$ cat src/fbd_pkg.sv
// shared constants for the fieldbus parameter and command word decoder
package fbd_pkg;
  // request function codes
  localparam logic [7:0]  FC_READ_COILS   = 8'h01;
  localparam logic [7:0]  FC_READ_HOLD    = 8'h03;
  localparam logic [7:0]  FC_WRITE_COIL   = 8'h05;
  localparam logic [7:0]  FC_WRITE_REG    = 8'h06;
  localparam logic [7:0]  FC_WRITE_COILS  = 8'h0F;
  localparam logic [7:0]  FC_WRITE_REGS   = 8'h10;
  // exception answer
  localparam logic [7:0]  EXC_NONE        = 8'h00;
  localparam logic [7:0]  EXC_FUNC        = 8'h01;
  localparam logic [7:0]  EXC_ADDR        = 8'h02;
  localparam logic [7:0]  EXC_VALUE       = 8'h03;
  localparam logic [7:0]  EXC_FAIL        = 8'h04;
  localparam logic [7:0]  EXC_FLAG        = 8'h80;
  // holding register and coil map
  localparam logic [15:0] ADDR_INDEX      = 16'h0009;
  localparam logic [15:0] ADDR_PAR_MIN    = 16'h000A;
  localparam logic [15:0] ADDR_PAR_MAX    = 16'hC346;
  localparam logic [15:0] ADDR_CW         = 16'hC350;
  localparam logic [15:0] PAR_STRIDE      = 16'h000A;
  localparam logic [15:0] ADDR_COIL_NV    = 16'h0040;
  localparam logic [15:0] COIL_ON         = 16'hFF00;
  localparam logic [15:0] COIL_OFF        = 16'h0000;
  localparam logic [15:0] QTY_MIN         = 16'h0001;
  localparam logic [15:0] QTY_READ_MAX    = 16'h000A;
  localparam logic [15:0] QTY_WRITE_MAX   = 16'h0002;
  localparam logic [15:0] INDEX_RESET     = 16'h0000;
  localparam logic [4:0]  TEXT_MAX_CHARS  = 5'h14;
  localparam logic [7:0]  CHAR_SPACE      = 8'h20;
  // command word bit positions
  localparam int CW_PRE0   = 0;
  localparam int CW_PRE1   = 1;
  localparam int CW_DC     = 2;
  localparam int CW_COAST  = 3;
  localparam int CW_QSTOP  = 4;
  localparam int CW_FREEZE = 5;
  localparam int CW_START  = 6;
  localparam int CW_RESET  = 7;
  localparam int CW_JOG    = 8;
  localparam int CW_RAMP2  = 9;
  localparam int CW_VALID  = 10;
  localparam int CW_RELAY1 = 11;
  localparam int CW_RELAY2 = 12;
  localparam int CW_SET0   = 13;
  localparam int CW_SET1   = 14;
  localparam int CW_REV    = 15;
  localparam logic [15:0] CW_RESET_VAL = 16'h003C;
  // digital input pins, active high requests
  localparam int DI_PRE0 = 0;
  localparam int DI_PRE1 = 1;
  localparam int DI_DC   = 2;
  localparam int DI_COAST = 3;
  localparam int DI_QSTOP = 4;
  localparam int DI_START = 5;
  localparam int DI_RESET = 6;
  localparam int DI_SET0 = 7;
  localparam int DI_SET1 = 8;
  localparam int NUM_DI  = 9;
  // gating selection slots, two bits each
  localparam int GS_PRESET = 0;
  localparam int GS_DC     = 1;
  localparam int GS_COAST  = 2;
  localparam int GS_START  = 3;
  localparam int GS_RESET  = 4;
  localparam int GS_SETUP  = 5;
  localparam int NUM_GS    = 6;
  localparam logic [1:0] GATE_DI  = 2'h0;
  localparam logic [1:0] GATE_BUS = 2'h1;
  localparam logic [1:0] GATE_AND = 2'h2;
  localparam logic [1:0] GATE_OR  = 2'h3;
endpackage : fbd_pkg

$ cat src/fbd_cw_decoder.sv
// command word latch, digital input gating and drive command decode
`timescale 1ns/100ps
module fbd_cw_decoder (
  input  wire logic        clk,
  input  wire logic        srst,
  input  wire logic        cw_wr,
  input  wire logic [15:0] cw_wdata,
  input  wire logic [8:0]  di_pin,
  input  wire logic [11:0] gate_sel,
  output logic [15:0]      drive_command_word,
  output logic [1:0]       preset_sel,
  output logic             dc_brake,
  output logic             coast,
  output logic             quick_stop,
  output logic             freeze_freq,
  output logic             start_enable,
  output logic [1:0]       setup_sel,
  output logic             trip_reset,
  output logic             jog,
  output logic             ramp2_sel,
  output logic             relay1_on,
  output logic             relay2_on,
  output logic             reverse
);
  logic [8:0]  s1_q, s2_q, s3_q, di_q;
  logic [15:0] cw_q;
  logic        rst_lvl_q;
  logic        g_pre0, g_pre1, g_dc, g_coast, g_start, g_rst, g_set0, g_set1, frz, rst_lvl;

  function automatic logic gate(input logic [1:0] sel, input logic di, input logic bus);
    unique case (sel)
      fbd_pkg::GATE_DI:  gate = di;
      fbd_pkg::GATE_BUS: gate = bus;
      fbd_pkg::GATE_AND: gate = di & bus;
      fbd_pkg::GATE_OR:  gate = di | bus;
    endcase
  endfunction : gate

  // pins come from outside: three stages, accept once stages two and three agree
  always_ff @(posedge clk) begin
    if (srst) begin
      s1_q <= '0;
      s2_q <= '0;
      s3_q <= '0;
    end else begin
      s1_q <= di_pin;
      s2_q <= s1_q;
      s3_q <= s2_q;
    end
  end

  genvar gi;
  generate
    for (gi = 0; gi < fbd_pkg::NUM_DI; gi++) begin : g_di
      always_ff @(posedge clk) begin
        if (srst) di_q[gi] <= 1'b0;
        else if (s2_q[gi] == s3_q[gi]) di_q[gi] <= s3_q[gi];
      end
    end
  endgenerate

  // a word with the valid bit low leaves the previous command standing
  always_ff @(posedge clk) begin
    if (srst) cw_q <= fbd_pkg::CW_RESET_VAL;
    else if (cw_wr && cw_wdata[fbd_pkg::CW_VALID]) cw_q <= cw_wdata;
  end

  // bus bits that are active low are turned to active high requests first
  assign g_pre0  = gate(gate_sel[2*fbd_pkg::GS_PRESET +: 2], di_q[fbd_pkg::DI_PRE0],
                        cw_q[fbd_pkg::CW_PRE0]);
  assign g_pre1  = gate(gate_sel[2*fbd_pkg::GS_PRESET +: 2], di_q[fbd_pkg::DI_PRE1],
                        cw_q[fbd_pkg::CW_PRE1]);
  assign g_dc    = gate(gate_sel[2*fbd_pkg::GS_DC +: 2], di_q[fbd_pkg::DI_DC],
                        ~cw_q[fbd_pkg::CW_DC]);
  assign g_coast = gate(gate_sel[2*fbd_pkg::GS_COAST +: 2], di_q[fbd_pkg::DI_COAST],
                        ~cw_q[fbd_pkg::CW_COAST]);
  assign g_start = gate(gate_sel[2*fbd_pkg::GS_START +: 2], di_q[fbd_pkg::DI_START],
                        cw_q[fbd_pkg::CW_START]);
  assign g_rst   = gate(gate_sel[2*fbd_pkg::GS_RESET +: 2], di_q[fbd_pkg::DI_RESET],
                        cw_q[fbd_pkg::CW_RESET]);
  assign g_set0  = gate(gate_sel[2*fbd_pkg::GS_SETUP +: 2], di_q[fbd_pkg::DI_SET0],
                        cw_q[fbd_pkg::CW_SET0]);
  assign g_set1  = gate(gate_sel[2*fbd_pkg::GS_SETUP +: 2], di_q[fbd_pkg::DI_SET1],
                        cw_q[fbd_pkg::CW_SET1]);
  assign frz     = ~cw_q[fbd_pkg::CW_FREEZE];
  assign rst_lvl = g_rst;

  always_ff @(posedge clk) begin
    if (srst) begin
      preset_sel   <= 2'h0;
      dc_brake     <= 1'b0;
      coast        <= 1'b0;
      quick_stop   <= 1'b0;
      freeze_freq  <= 1'b0;
      start_enable <= 1'b0;
      setup_sel    <= 2'h0;
      trip_reset   <= 1'b0;
      rst_lvl_q    <= 1'b0;
    end else begin
      preset_sel   <= {g_pre1, g_pre0};
      dc_brake     <= g_dc;
      // a reset-and-coast input also lets the motor coast while frozen
      coast        <= g_coast | (frz & di_q[fbd_pkg::DI_RESET]);
      // quick stop cannot stop a frozen drive
      quick_stop   <= ~cw_q[fbd_pkg::CW_QSTOP] & ~frz;
      freeze_freq  <= frz;
      // coast from the bus or the coast input blocks start at once; ramp stop is ignored while frozen
      start_enable <= ~g_coast & ~g_dc & (g_start | frz);
      setup_sel    <= {g_set1, g_set0};
      rst_lvl_q    <= rst_lvl;
      trip_reset   <= rst_lvl & ~rst_lvl_q;
    end
  end

  assign drive_command_word = cw_q;
  assign jog       = cw_q[fbd_pkg::CW_JOG];
  assign ramp2_sel = cw_q[fbd_pkg::CW_RAMP2];
  assign relay1_on = cw_q[fbd_pkg::CW_RELAY1];
  assign relay2_on = cw_q[fbd_pkg::CW_RELAY2];
  assign reverse   = cw_q[fbd_pkg::CW_REV];
endmodule : fbd_cw_decoder

$ cat src/fbd_request_handler.sv
`timescale 1ns/100ps
module fbd_request_handler (
  input  wire logic        clk,
  input  wire logic        srst,
  input  wire logic        cfg_ready,
  input  wire logic        req_valid,
  output logic             req_ready,
  input  wire logic [7:0]  req_func,
  input  wire logic [15:0] req_addr,
  input  wire logic [15:0] req_qty,
  input  wire logic [7:0]  req_byte_cnt,
  input  wire logic [31:0] req_wdata,
  output logic             par_req,
  output logic             par_we,
  output logic [15:0]      parameter_number,
  output logic [15:0]      array_element_index,
  output logic [3:0]       par_word,
  output logic [1:0]       par_words,
  output logic             par_nv,
  output logic [31:0]      par_wdata,
  input  wire logic        par_ack,
  input  wire logic        par_err,
  input  wire logic        par_text,
  input  wire logic [4:0]  par_text_len,
  input  wire logic [15:0] par_rdata,
  output logic             rsp_word_valid,
  output logic [15:0]      rsp_word,
  output logic             rsp_done,
  output logic [7:0]       rsp_func,
  output logic [7:0]       rsp_exc_code,
  output logic [7:0]       rsp_byte_cnt,
  input  wire logic [8:0]  di_pin,
  input  wire logic [11:0] gate_sel,
  output logic [15:0]      drive_command_word,
  output logic [1:0]       preset_sel,
  output logic             dc_brake,
  output logic             coast,
  output logic             quick_stop,
  output logic             freeze_freq,
  output logic             start_enable,
  output logic [1:0]       setup_sel,
  output logic             trip_reset,
  output logic             jog,
  output logic             ramp2_sel,
  output logic             relay1_on,
  output logic             relay2_on,
  output logic             reverse
);
  typedef enum logic [1:0] {ST_IDLE, ST_CHECK, ST_PAR, ST_DONE} fbd_state_t;

  fbd_state_t  state_q;
  logic [7:0]  func_q, exc_q, exc_d, bcnt_q;
  logic [15:0] addr_q, qty_q, index_q, pnum_q;
  logic [31:0] wdata_q;
  logic        nv_q, cw_wr_q, we_q;
  logic [15:0] cw_wdata_q;
  logic [3:0]  word_q;
  logic [15:0] pnum_d;
  logic [15:0] addr_rem;
  logic        is_par, is_index, is_cw, qty_read_ok, qty_wr_ok, bcnt_ok, last_word;
  logic [5:0]  char_pos;
  logic [7:0]  char_hi, char_lo;
  logic [7:0]  rsp_func_d;

  // a request that arrives while busy is dropped, never queued
  assign req_ready = (state_q == ST_IDLE);

  // parameter number from the register address
  assign pnum_d   = addr_q / fbd_pkg::PAR_STRIDE;
  assign addr_rem = addr_q % fbd_pkg::PAR_STRIDE;
  // addresses between two parameters answer as illegal addresses
  assign is_par   = (addr_rem == 16'h0000) && (addr_q >= fbd_pkg::ADDR_PAR_MIN)
                    && (addr_q <= fbd_pkg::ADDR_PAR_MAX);
  assign is_index = (addr_q == fbd_pkg::ADDR_INDEX);
  assign is_cw    = (addr_q == fbd_pkg::ADDR_CW);
  assign qty_read_ok = (qty_q >= fbd_pkg::QTY_MIN) && (qty_q <= fbd_pkg::QTY_READ_MAX);
  assign qty_wr_ok   = (qty_q >= fbd_pkg::QTY_MIN) && (qty_q <= fbd_pkg::QTY_WRITE_MAX);
  assign bcnt_ok     = ({8'h00, bcnt_q} == {qty_q[14:0], 1'b0});

  // decision order follows the usual slave order: function, value, address
  always_comb begin
    exc_d = fbd_pkg::EXC_NONE;
    unique case (func_q)
      fbd_pkg::FC_READ_HOLD: begin
        if (!cfg_ready) exc_d = fbd_pkg::EXC_FUNC;
        else if (!qty_read_ok) exc_d = fbd_pkg::EXC_VALUE;
        else if (is_index && qty_q != fbd_pkg::QTY_MIN) exc_d = fbd_pkg::EXC_ADDR;
        else if (!is_par && !is_index) exc_d = fbd_pkg::EXC_ADDR;
      end
      fbd_pkg::FC_WRITE_REG: begin
        if (!cfg_ready) exc_d = fbd_pkg::EXC_FUNC;
        else if (!is_par && !is_index && !is_cw) exc_d = fbd_pkg::EXC_ADDR;
      end
      fbd_pkg::FC_WRITE_REGS: begin
        if (!cfg_ready) exc_d = fbd_pkg::EXC_FUNC;
        else if (!qty_wr_ok || !bcnt_ok) exc_d = fbd_pkg::EXC_VALUE;
        else if ((is_index || is_cw) && qty_q != fbd_pkg::QTY_MIN)
          exc_d = fbd_pkg::EXC_ADDR;
        else if (!is_par && !is_index && !is_cw) exc_d = fbd_pkg::EXC_ADDR;
      end
      fbd_pkg::FC_WRITE_COIL: begin
        if (!cfg_ready) exc_d = fbd_pkg::EXC_FUNC;
        else if (wdata_q[15:0] != fbd_pkg::COIL_ON && wdata_q[15:0] != fbd_pkg::COIL_OFF)
          exc_d = fbd_pkg::EXC_VALUE;
        else if (addr_q != fbd_pkg::ADDR_COIL_NV) exc_d = fbd_pkg::EXC_ADDR;
      end
      default: exc_d = fbd_pkg::EXC_FUNC;
    endcase
  end

  // text bytes: two characters per register, high byte first
  assign char_pos  = {1'b0, word_q, 1'b0};
  assign char_hi   = (par_text && char_pos >= {1'b0, par_text_len})
                     ? fbd_pkg::CHAR_SPACE : par_rdata[15:8];
  assign char_lo   = (par_text && (char_pos + 6'h01) >= {1'b0, par_text_len})
                     ? fbd_pkg::CHAR_SPACE : par_rdata[7:0];
  // a text answer stops at the stored length, never past twenty characters
  assign last_word = ({12'h000, word_q} + 16'h0001 == qty_q)
                     || (par_text && (char_pos + 6'h02) >= {1'b0, par_text_len})
                     || (par_text && (char_pos + 6'h02) >= {1'b0, fbd_pkg::TEXT_MAX_CHARS});

  always_ff @(posedge clk) begin
    if (srst) begin
      state_q <= ST_IDLE;
    end else begin
      unique case (state_q)
        ST_IDLE:  if (req_valid) state_q <= ST_CHECK;
        ST_CHECK: begin
          // index, command word and coil requests finish without the store
          if (exc_d != fbd_pkg::EXC_NONE || !is_par) state_q <= ST_DONE;
          else state_q <= ST_PAR;
        end
        ST_PAR: begin
          // no timeout: a store that never answers keeps the handler busy
          if (par_ack && (par_err || we_q || last_word)) state_q <= ST_DONE;
        end
        ST_DONE:  state_q <= ST_IDLE;
      endcase
    end
  end

  // request capture
  always_ff @(posedge clk) begin
    if (srst) begin
      func_q  <= 8'h00;
      addr_q  <= 16'h0000;
      qty_q   <= 16'h0000;
      bcnt_q  <= 8'h00;
      wdata_q <= 32'h0000_0000;
    end else if (state_q == ST_IDLE && req_valid) begin
      func_q  <= req_func;
      addr_q  <= req_addr;
      // functions without a count field move one register
      qty_q   <= (req_func == fbd_pkg::FC_WRITE_REGS || req_func == fbd_pkg::FC_READ_HOLD)
                 ? req_qty : fbd_pkg::QTY_MIN;
      bcnt_q  <= req_byte_cnt;
      wdata_q <= req_wdata;
    end
  end

  // local registers: array index and storage target coil
  always_ff @(posedge clk) begin
    if (srst) begin
      index_q <= fbd_pkg::INDEX_RESET;
      nv_q    <= 1'b0;
    end else if (state_q == ST_CHECK && exc_d == fbd_pkg::EXC_NONE) begin
      if (is_index && (func_q == fbd_pkg::FC_WRITE_REG || func_q == fbd_pkg::FC_WRITE_REGS))
        index_q <= wdata_q[15:0];
      // the coil stands for every later parameter write until rewritten
      if (func_q == fbd_pkg::FC_WRITE_COIL)
        nv_q <= (wdata_q[15:0] == fbd_pkg::COIL_ON);
    end
  end

  // command word writes go to the decoder as a one-cycle strobe
  always_ff @(posedge clk) begin
    if (srst) begin
      cw_wr_q    <= 1'b0;
      cw_wdata_q <= 16'h0000;
    end else begin
      cw_wr_q    <= (state_q == ST_CHECK) && (exc_d == fbd_pkg::EXC_NONE) && is_cw;
      cw_wdata_q <= wdata_q[15:0];
    end
  end

  // parameter store handshake: request held until acknowledged
  always_ff @(posedge clk) begin
    if (srst) begin
      par_req <= 1'b0;
      we_q    <= 1'b0;
      pnum_q  <= 16'h0000;
      word_q  <= 4'h0;
    end else if (state_q == ST_CHECK) begin
      par_req <= (exc_d == fbd_pkg::EXC_NONE) && is_par;
      we_q    <= (func_q != fbd_pkg::FC_READ_HOLD);
      pnum_q  <= pnum_d;
      word_q  <= 4'h0;
    end else if (state_q == ST_PAR && par_ack) begin
      par_req <= !(par_err || we_q || last_word);
      word_q  <= word_q + 4'h1;
    end
  end

  assign par_we              = we_q;
  assign parameter_number    = pnum_q;
  assign array_element_index = index_q;
  assign par_word            = word_q;
  assign par_nv              = nv_q;
  // one word goes when the register count is one, two when the count is two
  assign par_words           = (qty_q == fbd_pkg::QTY_WRITE_MAX) ? 2'h2 : 2'h1;
  assign par_wdata           = (qty_q == fbd_pkg::QTY_WRITE_MAX)
                               ? wdata_q : {16'h0000, wdata_q[15:0]};

  // an exception answer echoes the function with its top bit set
  assign rsp_func_d = (exc_q != fbd_pkg::EXC_NONE) ? (func_q | fbd_pkg::EXC_FLAG)
                                                   : func_q;

  // answer side: words stream out, then one done pulse carries the header
  always_ff @(posedge clk) begin
    if (srst) begin
      exc_q          <= fbd_pkg::EXC_NONE;
      rsp_word_valid <= 1'b0;
      rsp_word       <= 16'h0000;
      rsp_byte_cnt   <= 8'h00;
      rsp_done       <= 1'b0;
      rsp_func       <= 8'h00;
      rsp_exc_code   <= 8'h00;
    end else begin
      rsp_word_valid <= 1'b0;
      rsp_done       <= 1'b0;
      if (state_q == ST_CHECK) begin
        exc_q        <= exc_d;
        rsp_byte_cnt <= 8'h00;
        if (exc_d == fbd_pkg::EXC_NONE && is_index && func_q == fbd_pkg::FC_READ_HOLD) begin
          rsp_word_valid <= 1'b1;
          rsp_word       <= index_q;
          rsp_byte_cnt   <= 8'h02;
        end
      end else if (state_q == ST_PAR && par_ack) begin
        // store data is promised only with the acknowledge, so it is taken on that edge
        if (par_err) begin
          exc_q        <= fbd_pkg::EXC_FAIL;
          // an exception answer carries no data, so the streamed count is dropped
          rsp_byte_cnt <= 8'h00;
        end else if (!we_q) begin
          rsp_word_valid <= 1'b1;
          rsp_word       <= {char_hi, char_lo};
          rsp_byte_cnt   <= rsp_byte_cnt + 8'h02;
        end
      end else if (state_q == ST_DONE) begin
        rsp_done     <= 1'b1;
        rsp_func     <= rsp_func_d;
        rsp_exc_code <= exc_q;
      end
    end
  end

  fbd_cw_decoder u_cw (
    .clk                (clk),
    .srst               (srst),
    .cw_wr              (cw_wr_q),
    .cw_wdata           (cw_wdata_q),
    .di_pin             (di_pin),
    .gate_sel           (gate_sel),
    .drive_command_word (drive_command_word),
    .preset_sel         (preset_sel),
    .dc_brake           (dc_brake),
    .coast              (coast),
    .quick_stop         (quick_stop),
    .freeze_freq        (freeze_freq),
    .start_enable       (start_enable),
    .setup_sel          (setup_sel),
    .trip_reset         (trip_reset),
    .jog                (jog),
    .ramp2_sel          (ramp2_sel),
    .relay1_on          (relay1_on),
    .relay2_on          (relay2_on),
    .reverse            (reverse)
  );
endmodule : fbd_request_handler

$ cat config.mk
export PLATFORM = sky130hd
export DESIGN_NAME = fbd_request_handler
export DESIGN_NICKNAME = d
export VERILOG_FILES = /design/src/fbd_pkg.sv /design/src/fbd_cw_decoder.sv /design/src/fbd_request_handler.sv
export SDC_FILE = /design/constraint.sdc
export NUM_CORES = 1
export LEC_CHECK = 0
export ABC_AREA = 1
export ABC_CLOCK_PERIOD_IN_PS = 16600
export BUFFER_PORTS_ARGS = -buffer_cell sky130_fd_sc_hd__buf_2
export CORE_ASPECT_RATIO = 1.4
export CORE_MARGIN = 3
export CORE_UTILIZATION = 59
export CTS_BUF_LIST = sky130_fd_sc_hd__clkbuf_2 sky130_fd_sc_hd__clkbuf_4 sky130_fd_sc_hd__clkbuf_8
export DETAILED_ROUTE_END_ITERATION = 8
export GPL_TIMING_DRIVEN = 0
export PLACE_DENSITY = 0.84
export REMOVE_ABC_BUFFERS = 1
export SLEW_MARGIN = 25
export SYNTH_ARGS = -nofsm -noshare
export SYNTH_HDL_FRONTEND = slang
export SYNTH_SLANG_ARGS = --single-unit
export TNS_END_PERCENT = 5
$ cat constraint.sdc
create_clock -name clk -period 16.6 [get_ports clk]
set_clock_uncertainty 0.1 [all_clocks]
set_input_delay 3.32 -clock clk [delete_from_list [all_inputs] [get_ports clk]]
set_output_delay 3.32 -clock clk [all_outputs]
set_load 0.02 [all_outputs]
==> results of run 1 <==
[how the worst min path moves through the flow]
stage,slack (ns),startpoint,end,depth (start not counted)
after CTS,0.31,u_cw.s1_q[7]$_SDFF_PP0_,u_cw.s2_q[7]$_SDFF_PP0_,2
after global routing,0.32,u_cw.s1_q[1]$_SDFF_PP0_,u_cw.s2_q[1]$_SDFF_PP0_,2
after detailed placement,0.30,u_cw.s1_q[1]$_SDFF_PP0_,u_cw.s2_q[1]$_SDFF_PP0_,2
after global placement,0.28,u_cw.rst_lvl_q$_SDFF_PP0_,u_cw.trip_reset$_SDFF_PP0_,1
after floorplan,0.28,u_cw.rst_lvl_q$_SDFF_PP0_,u_cw.trip_reset$_SDFF_PP0_,1
final,0.30,u_cw.s1_q[7]$_SDFF_PP0_,u_cw.s2_q[7]$_SDFF_PP0_,2
[per-stage QoR]
stage / worst slack, ns / util, % / hold WS (ns) / cell area [µm²] / cells
after floorplan: 10.05 / - / 0.275 / 10400 / 1388
after global placement: 8.39 / 66.7 / 0.283 / 12000 / 1893
after detailed placement: 9.93 / 67.4 / 0.298 / 12100 / 1897
after CTS: 9.87 / 71.6 / 0.307 / 12900 / 1956
after global routing: 9.12 / 71.6 / 0.318 / 12900 / 1956
final: 9.85 / 71.6 / 0.302 / 12900 / 1956
[state kept, by name, indices dropped and copies added (netlist names), 3 cells and up]
name	cells
rsp_exc_code	3
func_q	8
par_word	4
u_cw.s1_q	8
cw_wdata_q	16
u_cw.s2_q	8
rsp_func	8
exc_q	3
u_cw.di_q	8
addr_q	16
rsp_word	16
u_cw.drive_command_word	16
rsp_byte_cnt	7
bcnt_q	8
parameter_number	13
qty_q	16
u_cw.s3_q	8
array_element_index	16
wdata_q	32
[area by class of cell]
| class | instances | area (µm²) | area share (%) |
|---|---|---|---|
| multi-input cells | 976 | 5050 | 39.2 |
| flip-flops and latches | 233 | 4660 | 36.2 |
| repair buffers | 269 | 1440 | 11.2 |
| inverters | 179 | 677 | 5.25 |
| clock buffers | 53 | 667 | 5.17 |
| well taps | 240 | 300 | 2.33 |
| clock inverters | 6 | 90.1 | 0.699 |
[cell families (layout without fill, tap and decap cells)]
logic type / after synthesis / count (layout) / synth area share [%]
compound gates: 336 / 336 / 17.0
fa+ha+maj: 18 / 18 / 2.08
buf+inv: 271 / 507 / 10.8
simple gates: 597 / 597 / 25.7
xor+xnor: 16 / 16 / 1.29
other cells: 1 / 9 / 0.0346
flops: 233 / 233 / 43.0
[critical path: cells and delay by family (launching register included)]
| kind | cells | cell delay (ns) |
|---|---|---|
| compound gates | 1 | 0.06 |
| fa+ha+maj | 1 | 0.27 |
| buf+inv | 3 | 0.17 |
| flops | 1 | 0.50 |
| simple gates | 53 | 5.53 |
[per-layer routing]
metal | GRT usage [%] | share of wire [%] | vias to the layer above
li1 | - | - | 5240
met1 | 30.4 | 38 | 4756
met2 | 50.7 | 51 | 406
met3 | 5.77 | 7.6 | 69
met4 | 10.9 | 3.4 | 0
met5 | 0 | 0 | -
[synth_stat cells (18+ instances only)]
| master | count | area [µm²] |
|---|---|---|
| sky130_fd_sc_hd__a21oi_1 | 130 | 651 |
| sky130_fd_sc_hd__buf_4 | 33 | 248 |
| sky130_fd_sc_hd__clkbuf_1 | 53 | 199 |
| sky130_fd_sc_hd__dfxtp_1 | 233 | 4660 |
| sky130_fd_sc_hd__ha_1 | 18 | 225 |
| sky130_fd_sc_hd__inv_1 | 162 | 608 |
| sky130_fd_sc_hd__nand2_1 | 203 | 762 |
| sky130_fd_sc_hd__nand2_2 | 31 | 194 |
| sky130_fd_sc_hd__nand3_1 | 86 | 430 |
| sky130_fd_sc_hd__nand3_2 | 23 | 230 |
| sky130_fd_sc_hd__nand4_1 | 21 | 131 |
| sky130_fd_sc_hd__nor2_1 | 181 | 679 |
| sky130_fd_sc_hd__nor3_1 | 20 | 100 |
| sky130_fd_sc_hd__o21ai_0 | 138 | 691 |
| sky130_fd_sc_hd__o21bai_1 | 18 | 135 |
==> impl_metrics.ini, run 1 <==
[clocking]
cts_resized = 0
clock_insertion_delay_worst_skew_ns = 0.53
clock_tree.htree_level_count = 2
cts_sinks = 233
post-cts-setup-buffer-count = 0
ctsRootBufferMaster = sky130_fd_sc_hd__clkbuf_8
register_clock_pin_slew_on_the_reported_worst_setup_and_hold_paths_ns = 0.06
cts_buffers = 37
cts-hold-fix-buffers = 0
cts.path.max_buffers = 3
cts_tree = done

[setup_path]
cp-startpoint = addr_q[15]$_SDFFE_PP0P_
timing.critical_path.from_type = flip-flop
timing.critical_path.slowest_cell_delay_ns = 0.50
r2r_slack_ns = 9.85
timing.critical_path.slowest_stage_cell = sky130_fd_sc_hd__dfxtp_1
cp_max_fo = 19
worstReg2RegStart = addr_q[15]$_SDFFE_PP0P_
timing.critical_path.arrival_ns = 7.05
timing.critical_path.to_type = flip-flop
critical_path.most_common_cell = sky130_fd_sc_hd__nand2_2
worst_ep_required_time_ns = 16.90
reg2reg_to = array_element_index[7]$_SDFFE_PP0P_
critPathCapture = array_element_index[7]$_SDFFE_PP0P_
timing.reg2reg.worst_path_depth = 58
timing_worst_setup_path_type = flip-flop to flip-flop

[die]
io_pins = 276
core_area_um2 = 18000
core.rowCount = 58
fp.dieW_um = 121
initial_utilization_pct = 60.3
dieHeight_um = 166
die_area_um2 = 20100

[sta]
slew_viol_final = 0
layout_min_cycle_time_ns = 6.75
slew-limit-headroom_pct = 37.2
rsz0062_at_grt = no
setup_viol_count_final = 0
hold_viol_final = 0
fmax_mhz = 148
min_period_over_period_pct = 40.7
fin_tns_setup_ns = 0
tightestPinTransition_ns = 0.941

[flow_run]
drv_cap = 0

[cells_and_area]
layout-area-overhead-vs-synth_pct = 18.9
layout.cells.most_common = sky130_fd_sc_hd__buf_2
drive_gt1_share_pct = 24.7
layout.filler_cells = 1494
nets = 1843
final_cell_mix = sky130_fd_sc_hd__buf_2 (264), sky130_fd_sc_hd__dfxtp_1 (233), sky130_fd_sc_hd__nand2_1 (202)
antenna_cells = 0

[global_route]
number_of_antenna_violations_at_the_first_check_in_global_routing = 0
grt_pass1_vias = 9906
gr-total-overflow = 0
pin_count_of_the_biggest_net_entering_global_routing = 79
groute.usage.overall_pct = 27.5
grt_first_pass_wirelength_mm = 45.7

[synth]
synthesis.instances = 1472
synth_area_per_cell_um2 = 7.37
synthArstFlopShare_pct = 0
synth_ff_type = sky130_fd_sc_hd__dfxtp_1
ys_types = 49
yosysWarningCount = 0
synth-seq-cells = 233
post_synth_edffs = 0
sequential_element_share_of_the_synthesized_area_pct = 43.0
post_synth_instance_area_um2 = 10800

[route]
routed_length_per_placed_instance_um = 14.6
route.detailed.vias_per_inst = 5.35
num_vias = 10471
first_iter_violations = 623
route.final.wire_length_mm = 28.6
antenna_left = 0
drcViolationCount = 0
dr.pass1.iters = 8

[place]
finalWeightedCongestion = 0.868
port_buf_inserts = 265
dp_hpwl_mm = 20.9

[outcome]
run_status = completed

[hold_path]
timing.hold.worst.class = flip-flop to flip-flop
Power of run 1 is left out: the tool's default activity adds up to more than one toggle a clock period on the data nets, which glitch-free logic cannot reach.
==> run 2: changes to the inputs <==
ABC_CLOCK_PERIOD_IN_PS = 6800   (was 16600)
CORE_UTILIZATION = 55   (was 59)
PLACE_DENSITY = 0.79   (was 0.84)
clock period = 6.8 ns   (was 16.6 ns; I/O delays follow)
==> impl_metrics.ini, run 2 (same netlist as run 1, synthesis figures left out) <==
[setup_path]
timing.critical_path.to_type = flip-flop
critical_path.most_common_cell = sky130_fd_sc_hd__nand2_4
worst_ep_required_time_ns = 7.15
timing.critical_path.arrival_ns = 6.98
timing.critical_path.slowest_stage_cell = sky130_fd_sc_hd__dfxtp_4
worstReg2RegStart = addr_q[13]$_SDFFE_PP0P_
cp_max_fo = 6
reg2reg_to = array_element_index[3]$_SDFFE_PP0P_
r2r_slack_ns = 0.17
timing.critical_path.slowest_cell_delay_ns = 0.41
timing.reg2reg.worst_path_depth = 55
timing_worst_setup_path_type = flip-flop to flip-flop
cp-startpoint = addr_q[13]$_SDFFE_PP0P_
timing.critical_path.from_type = flip-flop

[cells_and_area]
sequential_cell_area_um2 = 4670
layout.cells.most_common = sky130_fd_sc_hd__buf_2
largest_register = wdata_q
layout-area-overhead-vs-synth_pct = 27.3
layout.filler_cells = 1555
drive_gt1_share_pct = 30.9
area_of_combinational_cells_with_multiple_inputs_um2 = 5560
finish.cell_count_without_fillers = 2006
largest_register_ff_count = 32
nets = 1875
final_cell_mix = sky130_fd_sc_hd__buf_2 (264), sky130_fd_sc_hd__dfxtp_1 (230), sky130_fd_sc_hd__nor2_1 (178)

[outcome]
run_status = completed

[clocking]
cts_tree = done
ctsRootBufferMaster = sky130_fd_sc_hd__clkbuf_8
clock_insertion_delay_worst_skew_ns = 0.53
cts_sinks = 233
cts_buffers = 38
register_clock_pin_slew_on_the_reported_worst_setup_and_hold_paths_ns = 0.06
cts.path.max_buffers = 3
clock_tree.htree_level_count = 2

[die]
io_pins = 276
initial_utilization_pct = 56.2
die_area_um2 = 21500
core.rowCount = 60
core_area_um2 = 19300
dieHeight_um = 172
fp.dieW_um = 125

[route]
num_vias = 10895
drcViolationCount = 0
first_iter_violations = 754
routed_length_per_placed_instance_um = 15.6
route.final.wire_length_mm = 31.3
route.detailed.vias_per_inst = 5.43
antenna_left = 0
dr.pass1.iters = 6

[sta]
final.hold.worst_slack_ns = 0.302
setup_viol_count_final = 0
layout_min_cycle_time_ns = 6.63
slew_viol_final = 0
min_period_over_period_pct = 97.5
tightestPinTransition_ns = 1.31
fmax_mhz = 151
hold_viol_final = 0
slew-limit-headroom_pct = 12.8

[hold_path]
timing.hold.worst.class = flip-flop to flip-flop
min_from = u_cw.s1_q[5]$_SDFF_PP0_
hold_end = u_cw.s2_q[5]$_SDFF_PP0_
worst_hold_path.num_cells = 2

[place]
dp_hpwl_mm = 21.2
place.detailed.instances = 1905
port_buf_inserts = 265
finalWeightedCongestion = 0.879

[global_route]
groute.usage.overall_pct = 26.4
grt_pass1_vias = 10065
gr-total-overflow = 0
pin_count_of_the_biggest_net_entering_global_routing = 90
grt_first_pass_wirelength_mm = 47.3
number_of_antenna_violations_at_the_first_check_in_global_routing = 2

[flow_run]
drv_cap = 0
==> run 2: worst max-delay path by stage <==
stage                     depth (start not counted)  slack (ns)                              endpoint
after CTS                                        58        0.09   array_element_index[7]$_SDFFE_PP0P_
final                                            55        0.17   array_element_index[3]$_SDFFE_PP0P_
after detailed placement                         56        0.15   array_element_index[7]$_SDFFE_PP0P_
after global routing                             54       -0.26   array_element_index[3]$_SDFFE_PP0P_
after global placement                           56        0.29  array_element_index[10]$_SDFFE_PP0P_
after floorplan                                  57        1.13  array_element_index[10]$_SDFFE_PP0P_
==> run 2: stage by stage <==
stage / setup TNS, ns / area [µm²] / setup slack (ns) / util, %
final: 0 / 13800 / 0.173 / 71.5
after detailed placement: 0 / 12100 / 0.153 / 62.9
after floorplan: 0 / 10400 / 1.13 / -
after CTS: 0 / 13000 / 0.0945 / 67.5
after global placement: 0 / 12000 / 0.285 / 62.3
after global routing: -5.13 / 13800 / -0.256 / 71.5
==> run 2: critical path, delay by kind of cell (launching register included) <==
kind | cells | cell delay [ns]
buffers and inverters | 4 | 0.42
adder cells (fa/ha/maj) | 1 | 0.25
flip-flops | 1 | 0.41
AO/OA/AOI/OAI | 2 | 0.40
XOR/XNOR | 1 | 0.21
AND/OR/NAND/NOR | 47 | 4.74
==> run 2: timing repair <==
action	4_1_cts	5_1_grt
buffers inserted	0	29
hold buffers	0	0
endpoints found under the setup margin	0	38
gates resized for setup	0	127
==> run 2: cell type report <==
class | instances | share of cell area [%]
Sequential cell | 233 | 33.9
Antenna cell | 1 | 0.0181
Clock inverter | 8 | 0.743
Inverter | 179 | 4.96
Clock buffer | 61 | 5.72
Tap cell | 248 | 2.25
Timing Repair Buffer | 298 | 12.2
Multi-Input combinational cell | 978 | 40.3
==> run 2: layer usage <==
metal | part of all wire [%] | wire (µm) | GRT usage [%] | vias up
li1 | - | - | - | 5325
met3 | 7.0 | 2180 | 4.54 | 108
met1 | 38 | 11800 | 29.9 | 5019
met4 | 4.3 | 1340 | 12.0 | 4
met2 | 51 | 16000 | 48.8 | 439
met5 | 0.048 | 15 | 0 | -
Power of run 2 is left out for the same reason.
